===== config.mk =====
export PLATFORM = sky130hd
export DESIGN_NAME = fcs_host
export DESIGN_NICKNAME = d
export VERILOG_FILES = /design/src/fcs_pkg.sv /design/src/fcs_host.sv
export SDC_FILE = /design/constraint.sdc
export NUM_CORES = 1
export LEC_CHECK = 0
export BUFFER_PORTS_ARGS = -buffer_cell sky130_fd_sc_hd__buf_2
export CORE_MARGIN = 1
export CORE_UTILIZATION = 50
export CTS_CLUSTER_DIAMETER = 200
export DETAILED_ROUTE_END_ITERATION = 10
export GPL_TIMING_DRIVEN = 0
export PLACE_DENSITY = 0.76
export SLEW_MARGIN = 20
export SYNTH_ARGS = -nofsm -noshare
export SYNTH_HDL_FRONTEND = slang
export SYNTH_SLANG_ARGS = --single-unit
export TNS_END_PERCENT = 30

===== constraint.sdc =====
create_clock -name core_clk -period 2.26 [get_ports core_clk]
set_input_delay 0.226 -clock core_clk [delete_from_list [all_inputs] [get_ports core_clk]]
set_output_delay 0.226 -clock core_clk [all_outputs]
set_load 0.005 [all_outputs]

===== src/fcs_pkg.sv =====
// package for the parallel nor flash host sequencer
// assumes a 125 mhz core clock and an asynchronous flash on pins
package fcs_pkg;
  localparam int ADDR_W = 18;
  localparam int DATA_W = 16;
  // strobe phase lengths in ns, rounded up to cycles
  localparam int SETUP_NS = 40;
  localparam int PULSE_NS = 60;
  localparam int CLK_NS = 8;
  localparam logic [3:0] SETUP_CYC = 4'((SETUP_NS + CLK_NS - 1) / CLK_NS);
  localparam logic [3:0] PULSE_CYC = 4'((PULSE_NS + CLK_NS - 1) / CLK_NS);
  // software register offsets
  localparam logic [3:0] REG_CTRL = 4'h0;
  localparam logic [3:0] REG_ADDR = 4'h1;
  localparam logic [3:0] REG_DATA = 4'h2;
  localparam logic [3:0] REG_STAT = 4'h3;
  localparam logic [3:0] REG_RDATA = 4'h4;
  // ctrl field positions
  localparam int CTRL_OP_LSB = 0;
  localparam int CTRL_GO = 4;
  // status bit positions
  localparam int ST_BUSY = 0;
  localparam int ST_DONE = 1;
  localparam int ST_FAIL = 2;
  localparam int ST_ERASE_WIN = 3;
  localparam int ST_RB = 4;
  // data bit positions of status outputs
  localparam int POLL_BIT = 7;
  localparam int TOG1_BIT = 6;
  localparam int FAIL_BIT = 5;
  localparam int EWIN_BIT = 3;
  localparam int TOG2_BIT = 2;
  // command words
  localparam logic [15:0] CMD_RESET = 16'h00F0;
  localparam logic [15:0] CMD_UNLK1 = 16'h00AA;
  localparam logic [15:0] CMD_UNLK2 = 16'h0055;
  localparam logic [15:0] CMD_PROG = 16'h00A0;
  localparam logic [15:0] CMD_ID = 16'h0090;
  localparam logic [15:0] CMD_ERASE = 16'h0080;
  localparam logic [15:0] CMD_CHIP = 16'h0010;
  localparam logic [15:0] CMD_SECT = 16'h0030;
  localparam logic [15:0] CMD_BYP = 16'h0020;
  localparam logic [15:0] CMD_BYP_EXIT = 16'h0000;
  localparam logic [15:0] CMD_SUSP = 16'h00B0;
  localparam logic [15:0] CMD_RESUME = 16'h0030;
  localparam logic [17:0] ADR_U1 = 18'h00555;
  localparam logic [17:0] ADR_U2 = 18'h002AA;
  // operations
  typedef enum logic [3:0] {
    OP_READ = 4'h0, OP_RESET = 4'h1, OP_PROG = 4'h2, OP_ID = 4'h3,
    OP_CHIP = 4'h4, OP_SECT = 4'h5, OP_BYP_ENTER = 4'h6, OP_BYP_PROG = 4'h7,
    OP_BYP_EXIT = 4'h8, OP_SUSP = 4'h9, OP_RESUME = 4'hA
  } fcs_op_e;
  typedef struct packed {
    logic we;
    logic [ADDR_W-1:0] addr;
    logic [DATA_W-1:0] data;
  } fcs_cyc_s;
endpackage


===== src/fcs_host.sv =====
// host sequencer for an asynchronous parallel nor flash
// assumes software on a plain one-cycle register port; flash pins external
// Notes on behaviour
// RL1: device latches address on later falling strobe
// RL2: device latches data on first rising strobe
// RL3: sector picked by address bits 17..12
// RL4: command cycles are writes, except data reads
// RL5: upper data byte ignored in command cycles
// RL6: array reads need no command prefix
// RL7: reset command leaves id mode, failure
// RL8: id sequence fourth cycle is a read
// RL9: protect verify returns 00h or 01h
// RL10: bypass program only after bypass entry
// RL11: resume only valid while erase suspended
// RL12: poll bit inverted until program completes
// RL13: protected program shows busy about 2us
// RL14: erase poll bit zero until done/suspended
// RL15: all protected erase busy about 100us
// RL16: trust other bits after true datum seen
// RL17: ready_busy_n open drain low while busy
// RL18: status valid from final write strobe
// RL19: toggle_bit_one inverts per read while busy
// RL20: toggle_bit_one stops in erase suspend
// RL21: toggle_bit_two toggles in erase sectors
// RL22: read twice, recheck on fail, then reset
// RL23: timeout_fail_bit high on pulse limit overrun
// RL24: erase_window_bit one when erasure begins
// RL25: suspend takes up to 20us in erase
//
// Implementation choices: the plain strobed port and the address map.
module fcs_host
  import fcs_pkg::*;
(
  input wire logic core_clk,
  input wire logic rstn,
  input wire logic [3:0] reg_addr,
  input wire logic [31:0] reg_wdata,
  input wire logic reg_wr,
  input wire logic reg_rd,
  output logic [31:0] reg_rdata,
  output logic [ADDR_W-1:0] flash_addr,
  output logic [DATA_W-1:0] flash_dq_out,
  output logic flash_dq_oe,
  input wire logic [DATA_W-1:0] flash_dq_in,
  output logic chip_select_n,
  output logic write_strobe_n,
  output logic output_enable_n,
  input wire logic ready_busy_n
);
  typedef enum logic [2:0] {
    S_IDLE = 3'b000, S_SETUP = 3'b001, S_PULSE = 3'b010, S_GAP = 3'b011,
    S_POLL = 3'b100, S_RST = 3'b101
  } fcs_state_e;

  fcs_state_e state;
  fcs_state_e next_state;
  logic [3:0] op;
  logic [ADDR_W-1:0] tgt_addr;
  logic [DATA_W-1:0] tgt_data;
  logic [2:0] step;
  logic [3:0] tcnt;
  logic busy;
  logic done;
  logic fail;
  logic ewin;
  logic [DATA_W-1:0] rdata;
  logic [DATA_W-1:0] dq_s1;
  logic [DATA_W-1:0] dq_s2;
  logic rb_s1;
  logic rb_s2;
  logic have_prev;
  logic prev_tog;
  logic fail_seen;
  fcs_cyc_s cur;

  // command cycle table; reads return we=0
  function automatic fcs_cyc_s seq_cycle(input logic [3:0] o, input logic [2:0] s,
                                         input logic [ADDR_W-1:0] a,
                                         input logic [DATA_W-1:0] d);
    fcs_cyc_s c;
    c = '{we: 1'b1, addr: ADR_U1, data: CMD_UNLK1};
    if (s == 3'd1 || s == 3'd4) c = '{we: 1'b1, addr: ADR_U2, data: CMD_UNLK2};
    if (s == 3'd3) c = '{we: 1'b1, addr: ADR_U1, data: CMD_UNLK1};
    unique case (fcs_op_e'(o))
      OP_READ: c = '{we: 1'b0, addr: a, data: d}; // RL6
      OP_RESET: c = '{we: 1'b1, addr: a, data: CMD_RESET}; // RL7
      OP_SUSP: c = '{we: 1'b1, addr: a, data: CMD_SUSP};
      OP_RESUME: c = '{we: 1'b1, addr: a, data: CMD_RESUME}; // RL11
      OP_BYP_PROG: c = (s == 3'd0) ? '{we: 1'b1, addr: a, data: CMD_PROG}
                                   : '{we: 1'b1, addr: a, data: d}; // RL10
      OP_BYP_EXIT: c = (s == 3'd0) ? '{we: 1'b1, addr: a, data: CMD_ID}
                                   : '{we: 1'b1, addr: a, data: CMD_BYP_EXIT};
      OP_PROG: begin
        if (s == 3'd2) c.data = CMD_PROG;
        if (s == 3'd3) c = '{we: 1'b1, addr: a, data: d}; // RL1 RL2
      end
      OP_ID: begin
        if (s == 3'd2) c.data = CMD_ID;
        if (s == 3'd3) c = '{we: 1'b0, addr: a, data: d}; // RL8 RL9
      end
      OP_BYP_ENTER: if (s == 3'd2) c.data = CMD_BYP;
      OP_CHIP, OP_SECT: begin
        if (s == 3'd2) c.data = CMD_ERASE;
        if (s == 3'd5) c = (fcs_op_e'(o) == OP_CHIP) ? '{we: 1'b1, addr: ADR_U1, data: CMD_CHIP}
          : '{we: 1'b1, addr: {a[17:12], 12'h000}, data: CMD_SECT}; // RL3
      end
      default: c = '{we: 1'b0, addr: a, data: d};
    endcase
    return c;
  endfunction

  function automatic logic [2:0] last_step(input logic [3:0] o);
    unique case (fcs_op_e'(o))
      OP_PROG, OP_ID: return 3'd3;
      OP_BYP_ENTER: return 3'd2;
      OP_CHIP, OP_SECT: return 3'd5;
      OP_BYP_PROG, OP_BYP_EXIT: return 3'd1;
      default: return 3'd0;
    endcase
  endfunction

  assign cur = seq_cycle(op, step, tgt_addr, tgt_data);
  // upper byte zero on command cycles RL5; all writes except reads RL4
  wire is_last = (step == last_step(op));
  wire polls = (fcs_op_e'(op) == OP_PROG) || (fcs_op_e'(op) == OP_BYP_PROG) ||
               (fcs_op_e'(op) == OP_CHIP) || (fcs_op_e'(op) == OP_SECT);
  wire tcnt_end = (state == S_SETUP) ? (tcnt == SETUP_CYC) : (tcnt == PULSE_CYC);
  wire go = reg_wr && (reg_addr == REG_CTRL) && reg_wdata[CTRL_GO] && !busy;
  wire tog_now = dq_s2[TOG1_BIT];
  // toggle stops before fail recheck matters RL22 RL19
  wire toggling = have_prev && (tog_now != prev_tog);
  wire poll_ok = (dq_s2[POLL_BIT] == tgt_data[POLL_BIT]); // RL12 RL16
  wire poll_done = have_prev && !toggling && poll_ok;
  wire poll_fail = toggling && fail_seen; // RL23

  always_comb begin
    next_state = state;
    unique case (state)
      S_IDLE: if (go) next_state = S_SETUP;
      S_SETUP: if (tcnt_end) next_state = S_PULSE;
      S_PULSE: if (tcnt_end) next_state = S_GAP;
      S_GAP: begin
        if (!is_last) next_state = S_SETUP;
        else if (polls) next_state = S_POLL; // RL18
        else next_state = S_IDLE;
      end
      S_POLL: begin
        if (poll_done) next_state = S_IDLE;
        else if (poll_fail) next_state = S_RST; // RL7 RL22
        else next_state = S_SETUP;
      end
      S_RST: next_state = S_SETUP;
      default: next_state = S_IDLE;
    endcase
  end

  always_ff @(posedge core_clk or negedge rstn) begin
    if (!rstn) begin
      state <= S_IDLE;
      tcnt <= 4'h0;
    end else begin
      state <= next_state;
      tcnt <= (next_state != state) ? 4'h0 : tcnt + 4'h1;
    end
  end

  // poll reads reuse setup/pulse with we cleared
  logic polling;
  always_ff @(posedge core_clk or negedge rstn) begin
    if (!rstn) begin
      op <= 4'h0;
      step <= 3'd0;
      polling <= 1'b0;
      have_prev <= 1'b0;
      prev_tog <= 1'b0;
      fail_seen <= 1'b0;
    end else if (go) begin
      op <= reg_wdata[CTRL_OP_LSB +: 4];
      step <= 3'd0;
      polling <= 1'b0;
      have_prev <= 1'b0;
      fail_seen <= 1'b0;
    end else if (state == S_GAP && !is_last && !polling) begin
      step <= step + 3'd1;
    end else if (state == S_GAP && polls) begin
      polling <= 1'b1;
    end else if (state == S_POLL) begin
      have_prev <= 1'b1;
      prev_tog <= tog_now;
      if (toggling && dq_s2[FAIL_BIT]) fail_seen <= 1'b1; // RL22
    end else if (state == S_RST) begin
      op <= OP_RESET;
      step <= 3'd0;
      polling <= 1'b0;
    end
  end

  wire rd_cycle = polling || !cur.we;
  wire in_pulse = (state == S_PULSE);
  wire active = (state == S_SETUP) || in_pulse;

  always_ff @(posedge core_clk or negedge rstn) begin
    if (!rstn) begin
      flash_addr <= '0;
      flash_dq_out <= '0;
      flash_dq_oe <= 1'b0;
      chip_select_n <= 1'b1;
      write_strobe_n <= 1'b1;
      output_enable_n <= 1'b1;
    end else begin
      flash_addr <= polling ? tgt_addr : cur.addr;
      flash_dq_out <= {8'h00, cur.data[7:0]} | (cur.we && is_last && !polling
                      && op != OP_RESET ? cur.data & 16'hFF00 : 16'h0000); // RL5
      flash_dq_oe <= active && !rd_cycle;
      chip_select_n <= !active;
      write_strobe_n <= !(in_pulse && !rd_cycle && next_state == S_PULSE);
      output_enable_n <= !(in_pulse && rd_cycle && next_state == S_PULSE);
    end
  end

  // data sampled through two flops, as it is off the clock
  always_ff @(posedge core_clk or negedge rstn) begin
    if (!rstn) begin
      dq_s1 <= '0;
      dq_s2 <= '0;
      rb_s1 <= 1'b1;
      rb_s2 <= 1'b1;
    end else begin
      dq_s1 <= flash_dq_in;
      dq_s2 <= dq_s1;
      rb_s1 <= ready_busy_n;
      rb_s2 <= rb_s1; // RL17
    end
  end

  always_ff @(posedge core_clk or negedge rstn) begin
    if (!rstn) begin
      tgt_addr <= '0;
      tgt_data <= '0;
      busy <= 1'b0;
      done <= 1'b0;
      fail <= 1'b0;
      ewin <= 1'b0;
      rdata <= '0;
    end else begin
      if (reg_wr && reg_addr == REG_ADDR && !busy) tgt_addr <= reg_wdata[ADDR_W-1:0];
      if (reg_wr && reg_addr == REG_DATA && !busy) tgt_data <= reg_wdata[DATA_W-1:0];
      if (go) busy <= 1'b1;
      else if (next_state == S_IDLE && state != S_IDLE) busy <= 1'b0;
      // done is set-wins over software clear
      if (next_state == S_IDLE && state != S_IDLE) done <= 1'b1;
      else if (reg_wr && reg_addr == REG_STAT && reg_wdata[ST_DONE]) done <= 1'b0;
      if (state == S_RST) fail <= 1'b1;
      else if (go) fail <= 1'b0;
      // only sector erase status reads carry the window bit; array data must not
      if (state == S_POLL && fcs_op_e'(op) == OP_SECT && toggling) ewin <= dq_s2[EWIN_BIT]; // RL24
      else if (go) ewin <= 1'b0;
      if (state == S_GAP && rd_cycle && !polling) rdata <= dq_s2;
      else if (poll_done) rdata <= dq_s2;
    end
  end

  wire [31:0] stat_word = {27'h0, rb_s2, ewin, fail, done, busy};
  logic [31:0] next_rdata;
  assign next_rdata = (reg_addr == REG_CTRL) ? {28'h0, op} :
                      (reg_addr == REG_ADDR) ? {14'h0, tgt_addr} :
                      (reg_addr == REG_DATA) ? {16'h0, tgt_data} :
                      (reg_addr == REG_STAT) ? stat_word :
                      (reg_addr == REG_RDATA) ? {16'h0, rdata} : 32'h0;
  always_ff @(posedge core_clk or negedge rstn) begin
    if (!rstn) reg_rdata <= 32'h0;
    else reg_rdata <= reg_rd ? next_rdata : 32'h0;
  end
endmodule


Yosys cells after proc, flatten, opt, wreduce, memory -nomap -nowiden --
Cells that the tools add are included.
Word-level totals: register bits 162, input port bits 57, output and inout port bits 70, logic and storage cells 205
Cells by class: add/subtract/negate cells 2, eq/ne operators 38, multiplexer cells 66, bitwise operators 4, reductions and logical operators 69
Operator list (count):
- $mux 16 | 11
- $pmux 16 s9 | 1
- $pmux 19 s7 | 1
- $mux 34 | 3
- $mux 18 | 4
- $mux 27 | 2
- $mux 3 | 12
- $mux 35 | 1
- $logic_and 1x1->1 | 30
- $eq 4x3->1 const B | 6
- $mux 4 | 6
- $mux 1 | 22
- $pmux 3 s6 | 1
- $eq 4x2->1 const B | 4
- $eq 4x4->1 const B | 4
- $or 8x16->16 | 1
- $eq 3x2->1 const B | 5
- $reduce_bool 2->1 | 7
- $eq 3x3->1 const B | 4
- $pmux 3 s4 | 1
- $reduce_and 4->1 | 3
- $logic_not 1->1 | 9
- $logic_not 3->1 | 3
- $ne 3x3->1 const B | 3
- other kinds (18) | 35

Depth between registers and ports, before layout --
depth in word-level cells 13, mapped depth 9, mapped depth without buffers 8

Worst setup path before layout --
No wires, ideal clock.
path type register -> register, start reg step[0], end reg rdata[10], library setup time 0.125 ns, arrival time 1.982 ns, data required time 2.135 ns, slack 0.153 ns, stages on the path, launching flop included 9, buffers on the path 2, period minus slack after synthesis 2.107 ns, path through dfrtp_1 -> ha_1 -> ha_1 -> buf_2 -> a21oi_2 -> o21a_4 -> o31ai_4 -> buf_8 -> mux2_4
On the way: cells in the longest elaborated chain, start to end 8, elaborated cells on any way between the ends 9, classes of those cells 1 x eq/ne; 3 x mux; 5 x reduce/logical
Ends and longest elaborated chain:
- start: declaration | RTL line fcs_host.sv:60 | logic [2:0] step;
- start signal: assignment | RTL line fcs_host.sv:184 | step <= step + 3'd1;
- $eq 3x2->1 * | RTL line fcs_host.sv:99 | if (s == 3'd3) c = '{we: 1'b0, addr: a, data: d};
- $mux 35 * | RTL line fcs_host.sv:99
- $pmux 19 s7 * | RTL line fcs_host.sv:84 | unique case (fcs_op_e'(o))
- $logic_not 1->1 * | RTL line fcs_host.sv:198 | wire rd_cycle = polling || !cur.we;
- $logic_or 1x1->1 * | RTL line fcs_host.sv:198
- $logic_and 1x1->1 * (2 in a row) | RTL line fcs_host.sv:258 | if (state == S_GAP && rd_cycle && !polling) rdata <= dq_s2;
- $mux 16 or $reduce_bool 2->1 (tied branches)
- end signal: assignment | RTL line fcs_host.sv:258
- end signal: assignment | RTL line fcs_host.sv:259 | else if (poll_done) rdata <= dq_s2;
- end: declaration | RTL line fcs_host.sv:66 | logic [DATA_W-1:0] rdata;
Every way passes the cells marked *; elsewhere a longest branch is shown, timed or not. A chain may end at the register's enable or synchronous reset.

Worst setup path after layout --
start reg step[0], end reg rdata[1]
The elaborated chain is that of the path after synthesis.

==> metrics <==
via density per instance roughly 5.4; PwrDens between 1000 and 1500 nW/um^2; clock sink count 162; die area around 14000 um^2; number of global-route vias before repair 4841; share of the clock period used by the worst path after layout 0.967; EDFF count, synth 0; residual DRC count 0; crit start category register; Fin. Hold Viols 0; Max Slew Vio Count 0; setup TNS after final layout 0 ns; number of flip-flops and latches in the synthesized netlist 162; Post-Route Skew a little over 0.01 ns; crit-path leading delay family compound AO/OA/AOI/OAI gates; result of the run complete, no violations; minimum setup slack among reg-to-reg paths 0.07 ns; total grt overflow 0; root buf cell clkbuf_16; antenna violations before repair 1; critical path capture point type register; final critical path time including I/O delays and setup between 2 and 2.5 ns; GPL Wtd Cong about 0.86; total of warnings raised by yosys 0; number of placement rows between 40 and 50; maximum number of pins on one net before global-route repair 90; placeable core area 13300 um^2; synthesized area a little under 7000 um^2; Unique masters post-synth 71; length of the first detailed-routing pass in iterations 5; main flop type after synthesis dfrtp_1; global-route wire length before repair between 20 and 30 mm; die height ~120 um; largest area contributor in the synthesized netlist dfrtp_1; sequential fraction of the synthesis area 0.588; die outline width approximately 120 um; I/O pin cnt between 100 and 150; Max stage delay on crit path roughly 0.44 ns; Global Route Usage Sum 0.238; CP Launch Point step[0]; Worst Path Buf+Inv 3; Max IR drop VDD about 0.7 mV; cell type of the slowest stage on the worst timing path dfrtp_2; layout filler cell count approximately 1000; depth of the critical timing path with buffers and inverters included 9; R2R depth 9; clock-pin slew reported for the worst setup and hold paths after clock tree synthesis ~0.060 ns; LEAKAGE ~4.3 nW; overall via count from detail_route around 5000; depth of the CTS H-tree 4; setup repair after global routing missed its margin true; highest net fanout along the worst path 10; cells along the critical path ha_1 > ha_2 > buf_8 > a21oi_2 > o21a_4 > o31ai_4 > buf_6 > buf_4 > mux2_2; CTS tree yes; worst min-delay path category in2reg; capture point of the worst path rdata[1]; clk_lat worst skew ~0.42 ns; layout cell share with drive strength beyond 1 0.323; reg2reg end rdata[1]; Required @ worst endpoint 2.56 ns; post-route core utilization 0.642; synthesized instance count ~570; critical path arrival approximately 2.5 ns; remaining max-slew budget at the tightest pin 0.605; worst setup path category reg2reg; count of antenna-violating nets left after detailed routing 0; Syn-to-layout area delta 24.1%; portion of synthesized cell area occupied by the leading cell type 0.569; number of buffers between clock root and the deepest sink 2; biggest area contributors in the synthesized netlist dfrtp_1, mux2_2, nor2_1, mux2_4, a21o_1; reported max-cap violation count 0; initial core utilization 0.517; detailed-route wire length 16.0 mm; Layout Nets 786; share of flip-flops with an asynchronous set or reset after synthesis 1.00; TritonCTS Buffers 17; RR Startpoint step[0]; Port Buffers 96; mean cell area of the mapped netlist 12.0 um^2; placed wire-length estimate around 11 mm; detailed router's first-iteration violation count 440; Max Freq 458 MHz; total setup violations reported at the end of the flow 0; detailed-route wire length per cell 17.5 um; antenna cells 0; slew of the pin with the lowest slew margin roughly 0.6 ns
worst reg2reg max path, stage by stage, from the launching register on:
cell and delay (ns):
dfrtp_2 0.44, ha_1 0.17, ha_2 0.20, buf_8 0.14, a21oi_2 0.06, o21a_4 0.23
o31ai_4 0.22, buf_6 0.16, buf_4 0.13, mux2_2 0.33
flip-flops by register name (all words and copies together) (netlist names), 3 cells and up:
register,cells
reg_rdata,18
flash_addr,18
tgt_addr,18
tcnt,4
flash_dq_out,16
tgt_data,16
dq_s2,16
rdata,16
dq_s1,16
step,3
op,4
state,3
timing repair:
action,CTS,global route
cloned,0,0
hold buffers,18,0
endpoints found under the hold margin,88,0
endpoints found under the setup margin,36,39
pin swaps,1,0
gates resized for setup,9,14
setup buffers,2,0
stage by stage:
step	instance area (um^2)	power, mW	setup slack, ns	hold WS [ns]	instances
floorplan	6950	5.11	0.153	-0.0696	587
global placement	7650	5.75	-1.24	0.333	859
detailed placement	7690	5.83	-0.172	0.215	860
CTS	8530	8.86	0.000410	0.0233	912
global route	8560	9.30	-0.0526	0.0270	912
finish	8560	8.88	0.0742	0.0378	912
logic make-up (layout without fill, tap and decap cells):
logic type | after synthesis | after routing | share of synthesized area
compound gates | 118 | 118 | 0.125
xor+xnor | 7 | 7 | 0.00889
fa+ha+maj | 6 | 6 | 0.0109
buf+inv | 54 | 203 | 0.0426
flops | 162 | 162 | 0.588
mux | 54 | 54 | 0.0932
other cells | 1 | 14 | 0.000543
simple gates | 172 | 172 | 0.130
layer usage:
layer | up-vias | global-route usage | part of all wire
met5 | - | 0 | 0.00081
met4 | 2 | 0.107 | 0.023
met3 | 28 | 0.0522 | 0.060
met2 | 186 | 0.366 | 0.47
met1 | 2410 | 0.324 | 0.44
li1 | 2304 | - | -
synthesized netlist by cell type (4+ instances only):
cell type    n
ha_1         6
buf_4       16
nand3_1     14
nor2b_1     16
a21o_1      19
a222oi_1    10
o21ai_0     23
nand2_1     37
nor2_1      42
a221oi_1     5
and2_1      18
mux2_4      10
nand2b_1     9
dfrtp_1    157
a31oi_1      6
mux2_2      41
dfstp_2      5
inv_1       13
clkbuf_1    12
nand4_1      4
xnor2_1      5
nor3_1       5
and3_1       9
a21oi_1     20
buf_2       10
power breakdown:
group	leakage [nW]	internal, mW	switching [mW]	total (mW)
clock network	0.303	1.79	1.18	2.98
registers	2.04	3.46	0.389	3.85
logic	1.95	0.982	1.07	2.05
layout by cell type, fill, tap and decap left out, drive strengths merged, types with 5 or more instances in the layout:
master,netlist,layout
xnor2,5,5
nor2,44,44
a31oi,6,6
buf,29,128
nand2,38,38
a21oi,21,21
clkbuf,12,31
a222oi,10,10
and3,9,9
a21o,19,19
nand3,14,14
dlygate4sd3,0,18
ha,6,6
and2,20,20
nor3,5,5
nand2b,9,9
nor2b,16,16
conb,1,14
inv,13,18
mux2,52,52
o21ai,25,25
dfstp,5,5
dfrtp,157,157
a221oi,5,5
worst min path at each step:
stage                        from            to  slack [ns]  depth (start not counted)
CTS                 reg_wdata[17]  tgt_addr[17]        0.02                          2
detailed placement           rstn       tcnt[1]        0.22                          1
floorplan                    rstn          busy       -0.07                          0
finish              reg_wdata[17]  tgt_addr[17]        0.04                          2
global placement     ready_busy_n         rb_s1        0.33                          1
global route        reg_wdata[17]  tgt_addr[17]        0.03                          2
area by class of cell:
| class | count | area [um^2] | area share |
|---|---|---|---|
| clock buffers | 19 | 443 | 0.0517 |
| clock inverters | 13 | 174 | 0.0203 |
| flip-flops and latches | 162 | 4060 | 0.474 |
| repair buffers | 117 | 717 | 0.0837 |
| plain buffers | 41 | 262 | 0.0305 |
| well taps | 176 | 220 | 0.0257 |
| multi-input cells | 371 | 2630 | 0.308 |
| inverters | 13 | 52.6 | 0.00614 |
(Power assumes the default switching activity.)
